**config.mk**
```make
export PLATFORM = sky130hd
export DESIGN_NAME = ivm_top
export DESIGN_NICKNAME = d
export VERILOG_FILES = /design/src/common/ivm_pkg.sv /design/src/verilog/ivm_top.sv
export SDC_FILE = /design/constraint.sdc
export NUM_CORES = 1
export LEC_CHECK = 0
export BUFFER_PORTS_ARGS = -buffer_cell sky130_fd_sc_hd__buf_2
export CAP_MARGIN = 20
export CORE_UTILIZATION = 41
export CTS_CLUSTER_SIZE = 25
export DETAILED_ROUTE_END_ITERATION = 7
export PLACE_DENSITY = 0.63
export SLEW_MARGIN = 20
export SYNTH_ARGS = -nofsm -noshare
export SYNTH_HDL_FRONTEND = slang
export SYNTH_SLANG_ARGS = --single-unit
```
**constraint.sdc**
```tcl
create_clock -name clock -period 2.2 [get_ports clock]
set_input_delay 0.66 -clock clock [delete_from_list [all_inputs] [get_ports clock]]
set_output_delay 0.66 -clock clock [all_outputs]
set_load 0.05 [all_outputs]
```
**src/common/ivm_pkg.sv**
```systemverilog
// constants, vector table and carrier types of the interrupt vector mapper
// assumes event sources are one-cycle pulses on the system clock
package ivm_pkg;

   // ----------------------------------------------------------------
   // vector table
   // ----------------------------------------------------------------
   localparam int VEC_COUNT                        = 37;
   localparam int PAD_W                            = 64 - VEC_COUNT;
   localparam int RESET_VECTOR                     = 0;
   localparam int NMI_VECTOR                       = 1;
   localparam int SUPPLY_LEVEL_MONITOR_VECTOR      = 2;
   localparam int CLOCK_FAILURE_VECTOR             = 3;
   localparam int MULTI_VOLTAGE_IO_VECTOR          = 4;
   localparam int REALTIME_COUNTER_MATCH_VECTOR    = 5;
   localparam int REALTIME_PERIODIC_VECTOR         = 6;
   localparam int CUSTOM_LOGIC_VECTOR              = 7;
   localparam int PIN_BANK_A_VECTOR                = 8;
   localparam int TIMER_A_OVERFLOW_VECTOR          = 9;
   localparam int TIMER_A_HIGH_UNDERFLOW_VECTOR    = 10;
   localparam int TIMER_A_COMPARE_TWO_VECTOR       = 13;
   localparam int TIMER_B0_CAPTURE_VECTOR          = 14;
   localparam int TIMER_B1_CAPTURE_VECTOR          = 15;
   localparam int TIMER_D_OVERFLOW_VECTOR          = 16;
   localparam int TIMER_D_TRIGGER_VECTOR           = 17;
   localparam int TWO_WIRE_CLIENT_VECTOR           = 18;
   localparam int TWO_WIRE_HOST_VECTOR             = 19;
   localparam int SERIAL_PERIPHERAL_VECTOR         = 20;
   localparam int SERIAL_PORT0_RECEIVE_COMPLETE    = 21;
   localparam int PIN_BANK_D_VECTOR                = 24;
   localparam int COMPARATOR0_VECTOR               = 25;
   localparam int CONVERTER_RESULT_READY_VECTOR    = 26;
   localparam int CONVERTER_WINDOW_COMPARE_VECTOR  = 27;
   localparam int ZERO_CROSS_VECTOR                = 28;
   localparam int COMPARATOR1_VECTOR               = 29;
   localparam int PIN_BANK_C_VECTOR                = 30;
   localparam int TIMER_B2_CAPTURE_VECTOR          = 31;
   localparam int SERIAL_PORT1_RECEIVE_COMPLETE    = 32;
   localparam int PIN_BANK_F_VECTOR                = 35;
   localparam int EEPROM_READY_VECTOR              = 36;
   localparam logic [7:0] VEC_ADDR_STEP            = 8'h02;
   localparam logic [36:0] NMI_ONLY                = 37'h0_0000_0002;

   // ----------------------------------------------------------------
   // register map (byte offsets) and fields
   // ----------------------------------------------------------------
   localparam logic [7:0] FLAG_LO_OFS = 8'h00;
   localparam logic [7:0] FLAG_HI_OFS = 8'h04;
   localparam logic [7:0] EN_LO_OFS   = 8'h08;
   localparam logic [7:0] EN_HI_OFS   = 8'h0C;
   localparam logic [7:0] CTRL_OFS    = 8'h10;
   localparam logic [7:0] PEND_LO_OFS = 8'h14;
   localparam logic [7:0] PEND_HI_OFS = 8'h18;
   localparam logic [7:0] VECT_OFS    = 8'h1C;
   localparam int CTRL_GLOBAL_BIT     = 0;
   localparam int CTRL_SPLIT_BIT      = 1;
   localparam int CTRL_CLKNMI_BIT     = 2;
   localparam logic [36:0] FLAG_RST   = 37'h0_0000_0000;
   localparam logic [36:0] EN_RST     = 37'h0_0000_0000;
   localparam logic [31:0] UNMAPPED   = 32'h0000_0000;

   // ----------------------------------------------------------------
   // carriers
   // ----------------------------------------------------------------
   typedef struct packed {
      logic        memScan;
      logic        clkFail;
      logic [4:0]  timerASplit;
      logic [36:0] vecEvent;
   } ivm_src_type;

endpackage : ivm_pkg

```
**src/verilog/ivm_top.sv**
```systemverilog
// interrupt vector mapper: flags, enables, requests and vector pick
// assumes Avalon-MM master on the same clock, sources pulse on clock
`timescale 1ns/1ps
module ivm_top (
   input  wire logic                 clock,
   input  wire logic                 rst,
   input  wire logic [7:0]           address,
   input  wire logic                 read,
   input  wire logic                 write,
   input  wire logic [31:0]          writedata,
   input  wire logic [3:0]           byteenable,
   output logic      [31:0]          readdata,
   output logic                      waitrequest,
   input  wire ivm_pkg::ivm_src_type src,
   output logic      [36:0]          reqVec,
   output logic                      irq,
   output logic                      nmi,
   output logic      [7:0]           vecNum,
   output logic      [7:0]           vecAddr,
   output logic                      vecValid
);

   // ----------------------------------------------------------------
   // state
   // ----------------------------------------------------------------
   logic [36:0] flag_r;
   logic [36:0] flag_nxt;
   logic [36:0] enable_r;
   logic [36:0] enable_nxt;
   logic [36:0] reqVec_r;
   logic [36:0] reqVec_nxt;
   logic        globalEn_r;
   logic        split_r;
   logic        clkFailToNmi_r;
   logic        irq_r;
   logic        nmi_r;
   logic [7:0]  vecNum_r;
   logic [7:0]  vecNum_nxt;
   logic [7:0]  vecAddr_r;
   logic        vecValid_r;
   logic [31:0] readdata_r;
   logic [31:0] readdata_nxt;
   logic        waitrequest_r;

   // ----------------------------------------------------------------
   // bus decode
   // ----------------------------------------------------------------
   wire         busReq   = read | write;
   wire         wrFire   = write & ~waitrequest_r;
   wire         selFlagLo = address == ivm_pkg::FLAG_LO_OFS;
   wire         selFlagHi = address == ivm_pkg::FLAG_HI_OFS;
   wire         selEnLo   = address == ivm_pkg::EN_LO_OFS;
   wire         selEnHi   = address == ivm_pkg::EN_HI_OFS;
   wire         selCtrl   = address == ivm_pkg::CTRL_OFS;
   wire         selPendLo = address == ivm_pkg::PEND_LO_OFS;
   wire         selPendHi = address == ivm_pkg::PEND_HI_OFS;
   wire         selVect   = address == ivm_pkg::VECT_OFS;
   wire [31:0]  beMask   = {{8{byteenable[3]}}, {8{byteenable[2]}},
                            {8{byteenable[1]}}, {8{byteenable[0]}}};
   wire [31:0]  wdMasked = writedata & beMask;
   wire [31:0]  zero32   = 32'h0000_0000;

   // ----------------------------------------------------------------
   // write-one-to-clear of flags, masked enable writes
   // ----------------------------------------------------------------
   wire [63:0]  clrWide  = {(wrFire & selFlagHi) ? wdMasked : zero32,
                            (wrFire & selFlagLo) ? wdMasked : zero32};
   wire [36:0]  clrBits  = clrWide[36:0];
   wire [63:0]  enMask   = {(wrFire & selEnHi) ? beMask : zero32,
                            (wrFire & selEnLo) ? beMask : zero32};
   wire [63:0]  enWide   = {{ivm_pkg::PAD_W{1'b0}}, enable_r};
   wire [63:0]  enNew    = (enWide & ~enMask)
                         | ({writedata, writedata} & enMask);
   wire         ctrlWr   = wrFire & selCtrl & byteenable[0];
   logic [36:0] setBit;

   assign enable_nxt = enNew[36:0];
   // set wins over a clear in the same cycle
   assign flag_nxt   = (flag_r & ~clrBits) | setBit;

   // ----------------------------------------------------------------
   // per-vector source routing and request gating
   // ----------------------------------------------------------------
   genvar gv;
   generate
      for (gv = 0; gv < ivm_pkg::VEC_COUNT; gv++) begin : g_vec
         if (gv == ivm_pkg::RESET_VECTOR) begin : g_rst
            // reset entry carries no flag
            assign setBit[gv] = 1'b0;
         end else if (gv == ivm_pkg::NMI_VECTOR) begin : g_nmi
            assign setBit[gv] = src.memScan
                              | (src.clkFail & clkFailToNmi_r);
         end else if (gv == ivm_pkg::CLOCK_FAILURE_VECTOR) begin : g_cf
            assign setBit[gv] = src.clkFail & ~clkFailToNmi_r;
         end else if (gv >= ivm_pkg::TIMER_A_OVERFLOW_VECTOR &&
                      gv <= ivm_pkg::TIMER_A_COMPARE_TWO_VECTOR) begin : g_ta
            if (gv == ivm_pkg::TIMER_A_HIGH_UNDERFLOW_VECTOR) begin : g_hu
               // unused in normal mode
               assign setBit[gv] = split_r &
                  src.timerASplit[gv - ivm_pkg::TIMER_A_OVERFLOW_VECTOR];
            end else begin : g_nm
               assign setBit[gv] = split_r
                  ? src.timerASplit[gv - ivm_pkg::TIMER_A_OVERFLOW_VECTOR]
                  : src.vecEvent[gv];
            end
         end else begin : g_dir
            // one source line per vector
            assign setBit[gv] = src.vecEvent[gv];
         end
         if (gv == ivm_pkg::NMI_VECTOR) begin : g_rq_nmi
            assign reqVec_nxt[gv] = flag_r[gv];
         end else if (gv == ivm_pkg::RESET_VECTOR) begin : g_rq_rst
            assign reqVec_nxt[gv] = 1'b0;
         end else begin : g_rq
            assign reqVec_nxt[gv] = flag_r[gv] & enable_r[gv]
                                  & globalEn_r;
         end
      end
   endgenerate
   // remaining table entries are direct lines too

   // ----------------------------------------------------------------
   // vector pick: lowest pending vector number wins
   // ----------------------------------------------------------------
   wire [36:0] maskedReq = reqVec_nxt & ~ivm_pkg::NMI_ONLY;
   wire        anyReq    = |reqVec_nxt;

   always_comb begin
      vecNum_nxt = 8'h00;
      for (int i = ivm_pkg::VEC_COUNT - 1; i > 0; i--) begin
         if (reqVec_nxt[i]) begin
            vecNum_nxt = 8'(i);
         end
      end
   end

   wire [7:0] vecAddrNxt = vecNum_nxt * ivm_pkg::VEC_ADDR_STEP;

   // ----------------------------------------------------------------
   // read mux
   // ----------------------------------------------------------------
   wire [63:0] flagWide = {{ivm_pkg::PAD_W{1'b0}}, flag_r};
   wire [63:0] pendWide = {{ivm_pkg::PAD_W{1'b0}}, reqVec_r};
   wire [31:0] ctrlWord = {29'h0000_0000, clkFailToNmi_r, split_r,
                           globalEn_r};
   wire [31:0] vectWord = {vecValid_r, 15'h0000, vecAddr_r, vecNum_r};

   assign readdata_nxt = selFlagLo ? flagWide[31:0]
                       : selFlagHi ? flagWide[63:32]
                       : selEnLo   ? enWide[31:0]
                       : selEnHi   ? enWide[63:32]
                       : selCtrl   ? ctrlWord
                       : selPendLo ? pendWide[31:0]
                       : selPendHi ? pendWide[63:32]
                       : selVect   ? vectWord
                       : ivm_pkg::UNMAPPED;

   // ----------------------------------------------------------------
   // registers
   // ----------------------------------------------------------------
   always_ff @(posedge clock) begin
      if (rst) begin
         waitrequest_r <= 1'b1;
         readdata_r    <= 32'h0000_0000;
      end else begin
         // one wait cycle, then release for one cycle
         waitrequest_r <= ~(busReq & waitrequest_r);
         if (read & waitrequest_r) begin
            readdata_r <= readdata_nxt;
         end
      end
   end

   always_ff @(posedge clock) begin
      if (rst) begin
         flag_r   <= ivm_pkg::FLAG_RST;
         enable_r <= ivm_pkg::EN_RST;
      end else begin
         flag_r   <= flag_nxt;
         enable_r <= enable_nxt;
      end
   end

   always_ff @(posedge clock) begin
      if (rst) begin
         globalEn_r     <= 1'b0;
         split_r        <= 1'b0;
         clkFailToNmi_r <= 1'b0;
      end else if (ctrlWr) begin
         globalEn_r     <= writedata[ivm_pkg::CTRL_GLOBAL_BIT];
         split_r        <= writedata[ivm_pkg::CTRL_SPLIT_BIT];
         clkFailToNmi_r <= writedata[ivm_pkg::CTRL_CLKNMI_BIT];
      end
   end

   always_ff @(posedge clock) begin
      if (rst) begin
         reqVec_r   <= 37'h0_0000_0000;
         irq_r      <= 1'b0;
         nmi_r      <= 1'b0;
         vecNum_r   <= 8'h00;
         vecAddr_r  <= 8'h00;
         vecValid_r <= 1'b0;
      end else begin
         reqVec_r   <= reqVec_nxt;
         irq_r      <= |maskedReq;
         nmi_r      <= reqVec_nxt[ivm_pkg::NMI_VECTOR];
         vecNum_r   <= vecNum_nxt;
         vecAddr_r  <= vecAddrNxt;
         vecValid_r <= anyReq;
      end
   end

   assign readdata    = readdata_r;
   assign waitrequest = waitrequest_r;
   assign reqVec      = reqVec_r;
   assign irq         = irq_r;
   assign nmi         = nmi_r;
   assign vecNum      = vecNum_r;
   assign vecAddr     = vecAddr_r;
   assign vecValid    = vecValid_r;

   // ----------------------------------------------------------------
   // assertions
   // ----------------------------------------------------------------
   property p_flagSetAnyway;
      @(posedge clock) disable iff (rst)
      src.vecEvent[ivm_pkg::SUPPLY_LEVEL_MONITOR_VECTOR]
      |=> flag_r[ivm_pkg::SUPPLY_LEVEL_MONITOR_VECTOR];
   endproperty
   a_flagSetAnyway: assert property (p_flagSetAnyway)
      else $error("flag not set by event");

   property p_reqNeedsEnable;
      @(posedge clock) disable iff (rst)
      reqVec_r[ivm_pkg::EEPROM_READY_VECTOR]
      |-> $past(enable_r[ivm_pkg::EEPROM_READY_VECTOR])
          && $past(flag_r[ivm_pkg::EEPROM_READY_VECTOR]);
   endproperty
   a_reqNeedsEnable: assert property (p_reqNeedsEnable)
      else $error("request without enable and flag");

   property p_globalGate;
      @(posedge clock) disable iff (rst)
      !globalEn_r |=> (reqVec_r & ~ivm_pkg::NMI_ONLY) == 37'h0_0000_0000
                      && !irq_r;
   endproperty
   a_globalGate: assert property (p_globalGate)
      else $error("maskable request while globally disabled");

   property p_reqHolds;
      @(posedge clock) disable iff (rst)
      reqVec_r[ivm_pkg::REALTIME_COUNTER_MATCH_VECTOR] && globalEn_r
      && flag_r[ivm_pkg::REALTIME_COUNTER_MATCH_VECTOR]
      && enable_r[ivm_pkg::REALTIME_COUNTER_MATCH_VECTOR] && !wrFire
      |=> reqVec_r[ivm_pkg::REALTIME_COUNTER_MATCH_VECTOR];
   endproperty
   a_reqHolds: assert property (p_reqHolds)
      else $error("request dropped before flag clear");

   property p_w1cClears;
      @(posedge clock) disable iff (rst)
      wrFire && selFlagLo && writedata[ivm_pkg::PIN_BANK_A_VECTOR]
      && byteenable[1] && !setBit[ivm_pkg::PIN_BANK_A_VECTOR]
      |=> !flag_r[ivm_pkg::PIN_BANK_A_VECTOR];
   endproperty
   a_w1cClears: assert property (p_w1cClears)
      else $error("write one did not clear flag");

   property p_nmiPath;
      @(posedge clock) disable iff (rst)
      src.memScan |-> ##2 nmi_r;
   endproperty
   a_nmiPath: assert property (p_nmiPath)
      else $error("memory scan event did not raise nmi");

   property p_clkFailRoute;
      @(posedge clock) disable iff (rst)
      src.clkFail && !clkFailToNmi_r
      |=> flag_r[ivm_pkg::CLOCK_FAILURE_VECTOR];
   endproperty
   a_clkFailRoute: assert property (p_clkFailRoute)
      else $error("clock failure missed its vector");

   property p_splitMap;
      @(posedge clock) disable iff (rst)
      split_r && src.timerASplit[1]
      |=> flag_r[ivm_pkg::TIMER_A_HIGH_UNDERFLOW_VECTOR];
   endproperty
   a_splitMap: assert property (p_splitMap)
      else $error("split high underflow not mapped");

   property p_unusedNormal;
      @(posedge clock) disable iff (rst)
      !split_r && !flag_r[ivm_pkg::TIMER_A_HIGH_UNDERFLOW_VECTOR]
      |=> !flag_r[ivm_pkg::TIMER_A_HIGH_UNDERFLOW_VECTOR];
   endproperty
   a_unusedNormal: assert property (p_unusedNormal)
      else $error("unused timer vector set in normal mode");

   property p_vecAddr;
      @(posedge clock) disable iff (rst)
      vecValid_r |-> vecAddr_r == {vecNum_r[6:0], 1'b0}
                     && vecNum_r != 8'h00;
   endproperty
   a_vecAddr: assert property (p_vecAddr)
      else $error("vector address not twice vector number");

   property p_busAnswer;
      @(posedge clock) disable iff (rst)
      busReq && waitrequest_r |=> !waitrequest_r ##1 waitrequest_r;
   endproperty
   a_busAnswer: assert property (p_busAnswer)
      else $error("bus answer not after one wait cycle");

   c_nmi: cover property (@(posedge clock) disable iff (rst)
      src.memScan ##2 nmi_r);
   c_split: cover property (@(posedge clock) disable iff (rst)
      split_r && src.timerASplit[4] ##2 reqVec_r[13]);
   c_irqTop: cover property (@(posedge clock) disable iff (rst)
      irq_r && vecNum_r == 8'h24);
   c_clearRace: cover property (@(posedge clock) disable iff (rst)
      wrFire && selFlagHi && (clrBits & setBit) != 37'h0_0000_0000);

endmodule : ivm_top

```
==> results of run 1 <==
worst paths after layout:
path	cells after the start	startpoint	slack, ps	endpoint
worst min-delay path	3	src[28]	430	flag_r[28]
worst max-delay path	1	vecNum[2]	280	vecNum[2]
worst min register to register	2	flag_r[0]	440	flag_r[0]
worst max register to register	5	flag_r[25]	500	vecNum[5]
power by group:
| part | switching (mW) | leakage [nW] | internal [mW] |
|---|---|---|---|
| Clock | 1.28 | 0.294 | 1.72 |
| Combinational | 0.404 | 2.11 | 0.190 |
| Sequential | 0.0778 | 1.26 | 2.88 |
| Total | 1.76 | 3.67 | 4.78 |
Yosys cell counts, types with 3 or more instances:
cell,number,share of area (%)
dfxtp_1,154,46
nor2_1,136,7.7
nand2_1,81,4.6
a21oi_1,54,4.1
mux2i_1,51,7.7
clkbuf_1,28,1.6
o21ai_0,24,1.8
a222oi_1,22,3.3
a211oi_1,21,2.4
a31oi_1,15,1.4
buf_2,14,1.1
buf_4,12,1.4
a22oi_1,10,1.1
inv_1,10,0.56
nand4_1,9,0.85
nand3_1,8,0.60
a32oi_1,6,0.79
and4_1,5,0.66
nor3_1,5,0.38
a22o_1,4,0.53
and2_1,4,0.38
nand3_4,4,1.1
nor4_1,4,0.38
a221oi_1,3,0.39
a41o_1,3,0.45
buf_6,3,0.51
nand3b_1,3,0.34
nor2b_1,3,0.28
nor4_4,3,0.96
o2111ai_1,3,0.39
layout make-up:
type                    instances  area (µm²)  area share, %
repair buffers                212        1280           15.0
well taps                     216         270           3.18
inverters                      10        37.5          0.441
flip-flops and latches        154        3080           36.2
multi-input cells             528        3240           38.0
clock buffers                  17         425           5.00
clock inverters                15         178           2.09
logic make-up after synthesis:
family | count (synthesis)
other | 1
flip-flops | 154
multiplexers | 55
AO/OA/AOI/OAI | 187
buffers and inverters | 68
AND/OR/NAND/NOR | 281
metrics by stage:
| stage | hold WS (ps) | instance area (µm²) | instances |
|---|---|---|---|
| finish | 428 | 8510 | 1152 |
| CTS | 408 | 8510 | 1152 |
| detailed placement | 427 | 7910 | 1120 |
| global route | 424 | 8510 | 1152 |
| floorplan | 412 | 6670 | 750 |
| global placement | 424 | 7910 | 1120 |
layer usage:
metal,vias up,track usage [%]
li1,3072,-
met5,-,0
met4,0,10.1
met1,2947,33.7
met2,248,39.0
met3,37,5.86
==> summary.md, run 1 <==
| Metric | Value |
|---|---|
| Postcts setup bufs | 0 |
| Leakage | approximately 3.7 nW |
| Register area share after synthesis | a little under half |
| First-pass GRT wire length | 31.4 mm |
| Starting Density | 41.9% |
| DP Wirelength | approximately 15 mm |
| RSZ-0062 raised after global routing | false |
| Highest routed layer | met4 |
| Endpoint type of the worst setup path | output port |
| Final Max Tran Viols | 0 |
| Clk_lat worst skew | 440 ps |
| I/O pin count | roughly 180 |
| Layout fillers | around 1.5k |
| Hold_buf cts | 0 |
| Total GRT Usage | 25.1% |
| Routed met3 length | 1.34 mm |
| Mux share of post-synthesis cell area | around 8.7% |
| Post-Synth XOR/XNOR Area | 0% |
| Power Total | roughly 6.5 mW |
| Setup violators final | 0 |
| Drt drc | 0 |
| Pwr dens | 769 mW/mm² |
| Clock root buffer | clkbuf_16 |
| Core Util, Final | a little over half |
| Pin count of the biggest net entering global routing | between 70 and 80 |
| Top_reg_cell synth | dfxtp_1 |
| Area delta synth->final | 27.9% |
| ANT nets after route | 0 |
| Worst vdd ir | approximately 0.52 mV |
| Worst path max stage delay | ~500 ps |
| Synth cell types | 64 |
| Row count | 46 |
| Antenna cell count | 0 |
| Post-Synthesis Cells | 746 |
| CTS clk-pin slew, worst paths | 70 ps |
| Startpoint types | register |
| Via density | between 5 and 6 |
| Worst Setup Path Type | register to output port |
| Nets | 1015 |
| RePlAce Congestion | 0.865 |
| Arrival time worst endpoint | 1260 ps |
| Max-cap viol count | 0 |
| # resized after CTS | 0 |
| Final period util | 87.2% |
| Remaining Overflow, GRT | 0 |
| Hold Path Class | primary input to register |
| Fmax achieved | 521 MHz |
| Synth warn | 0 |
| CTS Buffer Depth | 2 |
| Met2 Routed Length | 9.37 mm |
| Most frequent cells in the layout | buf_2 (170), dfxtp_1 (154), nor2_1 (136) |
| Place WS | -96.6 ps |
| Detailed Route Iter0 Violations | 515 |
| Die height | 129 µm |
| WP buf/inv | 1 |
| Setup TNS | 0 ps |
| Post-synthesis register bit count | 154 |
| DRT Wirelength | ~21 mm |
| Share of cells above drive strength 1 | 28.2% |
| H-tree depth reported by CTS | 4 |
| Initial antenna violation count | 0 |
| Main combinational cell family by area after synthesis | simple AND/OR/NAND/NOR gates |
| Worst-path maximum fanout | 4 |
| DIE WIDTH | 129 µm |
| Clk_skew | 9.72 ps |
| Final WS setup | roughly 280 ps |
| Complex-gate fraction of the synthesized area | 19.5% |
| Status | complete, no violations |
| Worst path top cell family by delay | flip-flops |
| Drt first pass iters | 8 |
| Avg Cell Area, Syn | 8.92 µm² |
| Routed WL per cell | between 15 and 20 µm |
| Vias in the first global route | 5735 |
| Fin crit period | 1920 ps |
| Mapped Area | 0.00666 mm² |
| Slew HR | 66.6% |
| Via count | ~6.3k |
| Total core area | about 0.016 mm² |
| CTS tree | built |
| CP cell instances | buf_2 |
| Required @ worst endpoint | 1540 ps |
| Num CTS Buffers | 17 |
| Simple-Gate Fraction of Synth Area | 20.2% |
| I/O Buffers | 171 |
| Commonest non-fill, non-tap cell in the layout | buf_2 |
| TritonCTS Sinks | 154 |
| Final Hold Vio Count | 0 |
| Ys async rst share | 0% |
| Slowest CP cell | dfxtp_1 |
| Post-synthesis adder-cell area fraction | 0% |
| Slew @ Worst Pin | 500 ps |
| Post-synth EDFFs | 0 |
| Met1 WL | 9.50 mm |
| Die area | 0.0167 mm² |
(Power assumes the default switching activity.)
==> run 2, diff against run 1 <==
--- a/config.mk
+++ b/config.mk
@@ -7,6 +7,7 @@
 export LEC_CHECK = 0
 export BUFFER_PORTS_ARGS = -buffer_cell sky130_fd_sc_hd__buf_2
 export CAP_MARGIN = 20
+export CORE_ASPECT_RATIO = 1.2
 export CORE_UTILIZATION = 41
 export CTS_CLUSTER_SIZE = 25
 export DETAILED_ROUTE_END_ITERATION = 7
==> summary.md, run 2 (same netlist as run 1, synthesis figures left out) <==
| Metric | Value |
|---|---|
| Clock root buffer | clkbuf_16 (unchanged) |
| CTS clk-pin slew, worst paths | 60 ps (was 70 ps) |
| Endpoint type of the worst setup path | output port (unchanged) |
| CTS Buffer Depth | 2 (unchanged) |
| Leakage | 3.68 nW (was 3.67 nW) |
| Hold Path Class | primary input to register (unchanged) |
| Worst r2r dst | vecNum[5] (unchanged) |
| Share of cells above drive strength 1 | 28.3% (was 28.2%) |
| Worst vdd ir | 0.499 mV (was 0.523 mV) |
| Die area | 0.0167 mm² (about the same) |
| DIE WIDTH | 118 µm (was 129 µm) |
| CTS tree | built (unchanged) |
| Starting Density | 42.2% (was 41.9%) |
| Startpoint types | register (unchanged) |
| Reg2reg path depth | 5 (unchanged) |
| Num CTS Buffers | 17 (unchanged) |
| Worst Setup Path Type | register to output port (unchanged) |
| Status | complete, no violations (unchanged) |
| H-tree depth reported by CTS | 4 (unchanged) |
| DP Wirelength | 15.2 mm (about the same) |
| Hold_buf cts | 0 (unchanged) |
| Die height | 142 µm (was 129 µm) |
| Slew @ Worst Pin | 687 ps (was 500 ps) |
| Postcts setup bufs | 0 (unchanged) |
| Total core area | 0.0158 mm² (was 0.0159 mm²) |
| RePlAce Congestion | 0.887 (was 0.865) |
| Final period util | 87.2% (about the same) |
| Internal Power | 5.13 mW (was 4.78 mW) |
| Slowest CP cell | dfxtp_1 (unchanged) |
| Final non-filler cell total | 1147 (was 1152) |
| Final WS setup | 281 ps (was 282 ps) |
| Worst path top cell family by delay | flip-flops (unchanged) |
| R2r setup slk | 420 ps (was 500 ps) |
| CP cell instances | buf_2 (unchanged) |
| Register Area | 0.00308 mm² (unchanged) |
| Reg-to-reg critical path startpoint | flag_r[25] (unchanged) |
| Final Max Tran Viols | 0 (unchanged) |
| I/O Buffers | 171 (unchanged) |
| Final instance area | 0.00852 mm² (was 0.00851 mm²) |
| Most frequent cells in the layout | buf_2 (171), dfxtp_1 (154), nor2_1 (136) (was buf_2 (170), dfxtp_1 (154), nor2_1 (136)) |
| I/O pin count | 181 (unchanged) |
| Worst path max stage delay | 500 ps (about the same) |
| Total GRT Usage | 25.3% (was 25.1%) |
| Worst hold path depth | 3 (unchanged) |
| Pwr dens | 795 mW/mm² (was 769 mW/mm²) |
| # resized after CTS | 0 (unchanged) |
| Worst-path maximum fanout | 4 (unchanged) |
| RSZ-0062 raised after global routing | false (unchanged) |
| Place WS | -89.1 ps (was -96.6 ps) |
| Pin count of the biggest net entering global routing | 65 (was 72) |
| DRT Wirelength | 21.1 mm (was 20.7 mm) |
| First-pass GRT wire length | 32.3 mm (was 31.4 mm) |
| Setup TNS | 0 ps (unchanged) |
| Via count | 6359 (was 6304) |
| WP buf/inv | 1 (unchanged) |
| Commonest non-fill, non-tap cell in the layout | buf_2 (unchanged) |
| Drt first pass iters | 7 (was 8) |
| Remaining Overflow, GRT | 0 (unchanged) |
| Hold Startpoint | src[24] (was src[28]) |
| Hold path endpoint | flag_r[24] (was flag_r[28]) |
| Drt drc | 0 (unchanged) |
| TritonCTS Sinks | 154 (unchanged) |
| Routed WL per cell | 18.4 µm (was 18.0 µm) |
| Via density | 5.54 (was 5.47) |
| Required @ worst endpoint | 1540 ps (about the same) |
| Clk_lat worst skew | 430 ps (was 440 ps) |
| Antenna cell count | 0 (unchanged) |
| Arrival time worst endpoint | 1260 ps (about the same) |
| Layout fillers | 1546 (was 1538) |
| Fmax achieved | 521 MHz (about the same) |
| Initial antenna violation count | 1 (was 0) |
| Final Hold Vio Count | 0 (unchanged) |
| Combinational power share | 8.7% (was 9.1%) |
| ANT nets after route | 0 (unchanged) |
| Setup violators final | 0 (unchanged) |
| Sw Share | 24.3% (was 26.9%) |
| Net switching power | 1.65 mW (was 1.76 mW) |
| Slew HR | 54.2% (was 66.6%) |
| Detailed Route Iter0 Violations | 581 (was 515) |
| Power Total | 6.78 mW (was 6.55 mW) |
| Area delta synth->final | 28.0% (was 27.9%) |
| Vias in the first global route | 5975 (was 5735) |
| Clock share of power | 47.7% (was 45.8%) |
| Register share of total power | 43.6% (was 45.1%) |
| Nets | 1018 (was 1015) |
| Multi-input gate area in the final layout | 0.00324 mm² (unchanged) |
| Placed insts | 1115 (was 1120) |
| Dpl cell area | 0.00787 mm² (was 0.00791 mm²) |
| Fin crit period | 1920 ps (about the same) |
| Max-cap viol count | 0 (unchanged) |
| Row count | 50 (was 46) |
| Clk_skew | 9.54 ps (was 9.72 ps) |
[run 2: changes by cell type in the layout (fill, tap and decap cells not counted), moves of 2 or more]
cell        before  now
inv_8            2    0
clkinvlp_4       1    4
inv_6            8    0
buf_12           9    5
buf_4           33   39
clkbuf_8         0    2
clkinv_4         2    0
bufinv_16        2    5
clkinv_2         0    3
[run 2: cell type report]
class	count	share of cell area [%]
multi-input combinational	528	38.0
sequential	154	36.2
timing repair buffer	215	14.7
clock buffer	20	5.36
tap	208	3.05
clock inverter	12	2.29
inverter	10	0.441
[run 2: per-stage QoR]
stage | hold slack, ps | util (%)
3_3_place_gp | 428 | 49.9
5_1_grt | 429 | 54.0
4_1_cts | 425 | 54.0
6_report | 431 | 54.0
3_5_place_dp | 435 | 49.9
2_1_floorplan | 412 | -
[run 2: power by group through the flow]
stage                     Clock (mW)  Combinational, mW  Sequential (mW)
after floorplan                    0              0.236             3.14
after global placement             0              0.579             3.01
after detailed placement           0              0.584             3.02
after CTS                       3.26              0.587             2.95
after global routing            3.40              0.630             2.97
final                           3.23              0.586             2.96
[run 2: worst max-delay path by stage]
stage | from | to | slack, ps | depth (start not counted)
4_1_cts | vecNum[2] | vecAddr[3] | 270 | 1
3_3_place_gp | address[1] | readdata[24] | -50 | 7
2_1_floorplan | address[1] | register | 160 | 5
5_1_grt | address[5] | register | 160 | 9
6_report | vecNum[2] | vecAddr[3] | 280 | 1
3_5_place_dp | address[5] | register | -90 | 9
[run 2: per-layer routing]
| metal | track usage, % | routed length [µm] | vias to the layer above |
|---|---|---|---|
| li1 | - | - | 3075 |
| met1 | 31.0 | 9010 | 2993 |
| met2 | 43.1 | 10200 | 256 |
| met3 | 6.03 | 1400 | 33 |
| met4 | 8.91 | 438 | 2 |
| met5 | 0 | 12 | - |
==> run 3, diff against run 2 <==
--- a/config.mk
+++ b/config.mk
@@ -9,6 +9,7 @@
 export CAP_MARGIN = 20
 export CORE_ASPECT_RATIO = 1.2
 export CORE_UTILIZATION = 41
+export CTS_BUF_LIST = sky130_fd_sc_hd__clkbuf_16
 export CTS_CLUSTER_SIZE = 25
 export DETAILED_ROUTE_END_ITERATION = 7
 export PLACE_DENSITY = 0.63
==> summary.md, run 3 (same netlist as run 1, synthesis figures left out) <==
| Metric | Value |
|---|---|
| Remaining Overflow, GRT | 0 (unchanged) |
| Vias in the first global route | 5972 (was 5975) |
| Fin Hold WS | 432 ps (was 431 ps) |
| Placed insts | 1115 (unchanged) |
| Reg2reg path depth | 5 (unchanged) |
| Area delta synth->final | 27.7% (was 28.0%) |
| Endpoint type of the worst setup path | output port (unchanged) |
| Clock share of power | 47.1% (was 47.7%) |
| H-tree depth reported by CTS | 4 (unchanged) |
| CTS tree | built (unchanged) |
| Via density | 5.54 (unchanged) |
| Pin count of the biggest net entering global routing | 65 (unchanged) |
| Total core area | 0.0158 mm² (unchanged) |
| Slew @ Worst Pin | 684 ps (was 687 ps) |
| DRT Wirelength | 20.9 mm (was 21.1 mm) |
| First-pass GRT wire length | 32.3 mm (about the same) |
| Status | complete, no violations (unchanged) |
| Detailed Route Iter0 Violations | 602 (was 581) |
| I/O Buffers | 171 (unchanged) |
| Leakage | 3.67 nW (was 3.68 nW) |
| Final instance area | 0.00850 mm² (was 0.00852 mm²) |
| Commonest non-fill, non-tap cell in the layout | buf_2 (unchanged) |
| I/O pin count | 181 (unchanged) |
| Antenna cell count | 0 (unchanged) |
| Die area | 0.0167 mm² (unchanged) |
| DIE WIDTH | 118 µm (unchanged) |
| # resized after CTS | 0 (unchanged) |
| Final Hold Vio Count | 0 (unchanged) |
| R2r setup slk | 430 ps (was 420 ps) |
| CP cell instances | buf_2 (unchanged) |
| Postcts setup bufs | 0 (unchanged) |
| Worst vdd ir | 0.498 mV (was 0.499 mV) |
| Met2 Use GR | 43.0% (was 43.1%) |
| Internal Power | 5.05 mW (was 5.13 mW) |
| Critical path depth | 1 (unchanged) |
| Initial antenna violation count | 1 (unchanged) |
| Worst r2r dst | vecNum[5] (unchanged) |
| Clk_skew | 9.82 ps (was 9.54 ps) |
| Row count | 50 (unchanged) |
| Starting Density | 42.2% (unchanged) |
| Arrival time worst endpoint | 1260 ps (about the same) |
| Worst-path maximum fanout | 4 (unchanged) |
| Setup violators final | 0 (unchanged) |
| Core Util, Final | 53.9% (was 54.0%) |
| Worst hold path depth | 3 (unchanged) |
| Clk_lat worst skew | 430 ps (about the same) |
| Hold_buf cts | 0 (unchanged) |
| Drt drc | 0 (unchanged) |
| Die height | 142 µm (unchanged) |
| RSZ-0062 raised after global routing | false (unchanged) |
| Startpoint types | register (unchanged) |
| Total GRT Usage | 25.3% (unchanged) |
| Final Max Tran Viols | 0 (unchanged) |
| Sw Share | 24.5% (was 24.3%) |
| Most frequent cells in the layout | buf_2 (171), dfxtp_1 (154), nor2_1 (136) (unchanged) |
| Crit path from | vecNum[2] (unchanged) |
| RePlAce Congestion | 0.887 (unchanged) |
| TritonCTS Sinks | 154 (unchanged) |
| DP Wirelength | 15.2 mm (unchanged) |
| Worst Setup Path Type | register to output port (unchanged) |
| M3 GR Usage | 6.15% (was 6.03%) |
| Hold Path Class | primary input to register (unchanged) |
| Fmax achieved | 522 MHz (was 521 MHz) |
| Worst path top cell family by delay | flip-flops (unchanged) |
| Layout fillers | 1549 (was 1546) |
| Drt first pass iters | 8 (was 7) |
| Max-cap viol count | 0 (unchanged) |
| Clock root buffer | clkbuf_16 (unchanged) |
| Fin crit period | 1920 ps (about the same) |
| Dpl cell area | 0.00787 mm² (unchanged) |
| Final period util | 87.1% (was 87.2%) |
| Num CTS Buffers | 17 (unchanged) |
| CTS clk-pin slew, worst paths | 60 ps (about the same) |
| Power Total | 6.69 mW (was 6.78 mW) |
| Final non-filler cell total | 1147 (unchanged) |
| Required @ worst endpoint | 1540 ps (about the same) |
| Slowest CP cell | dfxtp_1 (unchanged) |
| Global Route met1 Usage | 31.0% (unchanged) |
| WP buf/inv | 1 (unchanged) |
| ANT nets after route | 0 (unchanged) |
| Routed WL per cell | 18.2 µm (was 18.4 µm) |
| Global route hottest layer | met2 (unchanged) |
| Pwr dens | 787 mW/mm² (was 795 mW/mm²) |
| Slew HR | 54.4% (was 54.2%) |
| Share of cells above drive strength 1 | 28.1% (was 28.3%) |
| Reg-to-reg critical path startpoint | flag_r[25] (unchanged) |
| Register share of total power | 44.2% (was 43.6%) |
| Combinational power share | 8.8% (was 8.7%) |
| CTS Buffer Depth | 2 (unchanged) |
| Net switching power | 1.64 mW (was 1.65 mW) |
| Via count | 6359 (unchanged) |
| Nets | 1018 (unchanged) |
| Worst path max stage delay | 500 ps (about the same) |
| Setup crit end | vecAddr[3] (unchanged) |
[run 3: cell count changes in the layout (fill, tap and decap cells not counted)]
cell / change
clkinv_1: +2
clkbuf_8: -2
inv_1: +1
clkbuf_1: -1
[run 3: routing by layer]
metal  part of all wire, %  vias up  routed length [µm]
met2                    48      272               10100
met1                    42     2973                8850
li1                      -     3077                   -
met4                   2.0        2                 422
met3                   7.1       35                1490
met5                 0.057        -                  12
[run 3: worst min-delay path by stage]
stage | start | end | slack, ps
2_1_floorplan | flag_r[0] | flag_r[0] | 410
6_report | src[21] | flag_r[21] | 430
3_3_place_gp | flag_r[0] | flag_r[0] | 430
5_1_grt | src[7] | flag_r[7] | 430
4_1_cts | src[21] | flag_r[21] | 420
3_5_place_dp | flag_r[0] | flag_r[0] | 440
[run 3: cell type report]
class	count	area, µm²	share of cell area [%]
Multi-Input combinational cell	528	3240	38.1
Sequential cell	154	3080	36.3
Timing Repair Buffer	215	1250	14.7
Clock buffer	17	425	5.01
Tap cell	208	260	3.06
Clock inverter	15	206	2.43
Inverter	10	37.5	0.442
[run 3: through the flow]
step | worst slack (ps) | TNS (ps)
floorplan | 157 | 0
global placement | -53.1 | -1110
detailed placement | -89.1 | -2700
CTS | 273 | 0
global route | 157 | 0
finish | 285 | 0
[run 3: power groups by stage]
stage	logic, mW	registers (mW)	clock network, mW
finish	0.586	2.96	3.15
global route	0.630	2.97	3.32
CTS	0.587	2.95	3.18
detailed placement	0.584	3.02	0
global placement	0.579	3.01	0
floorplan	0.236	3.14	0
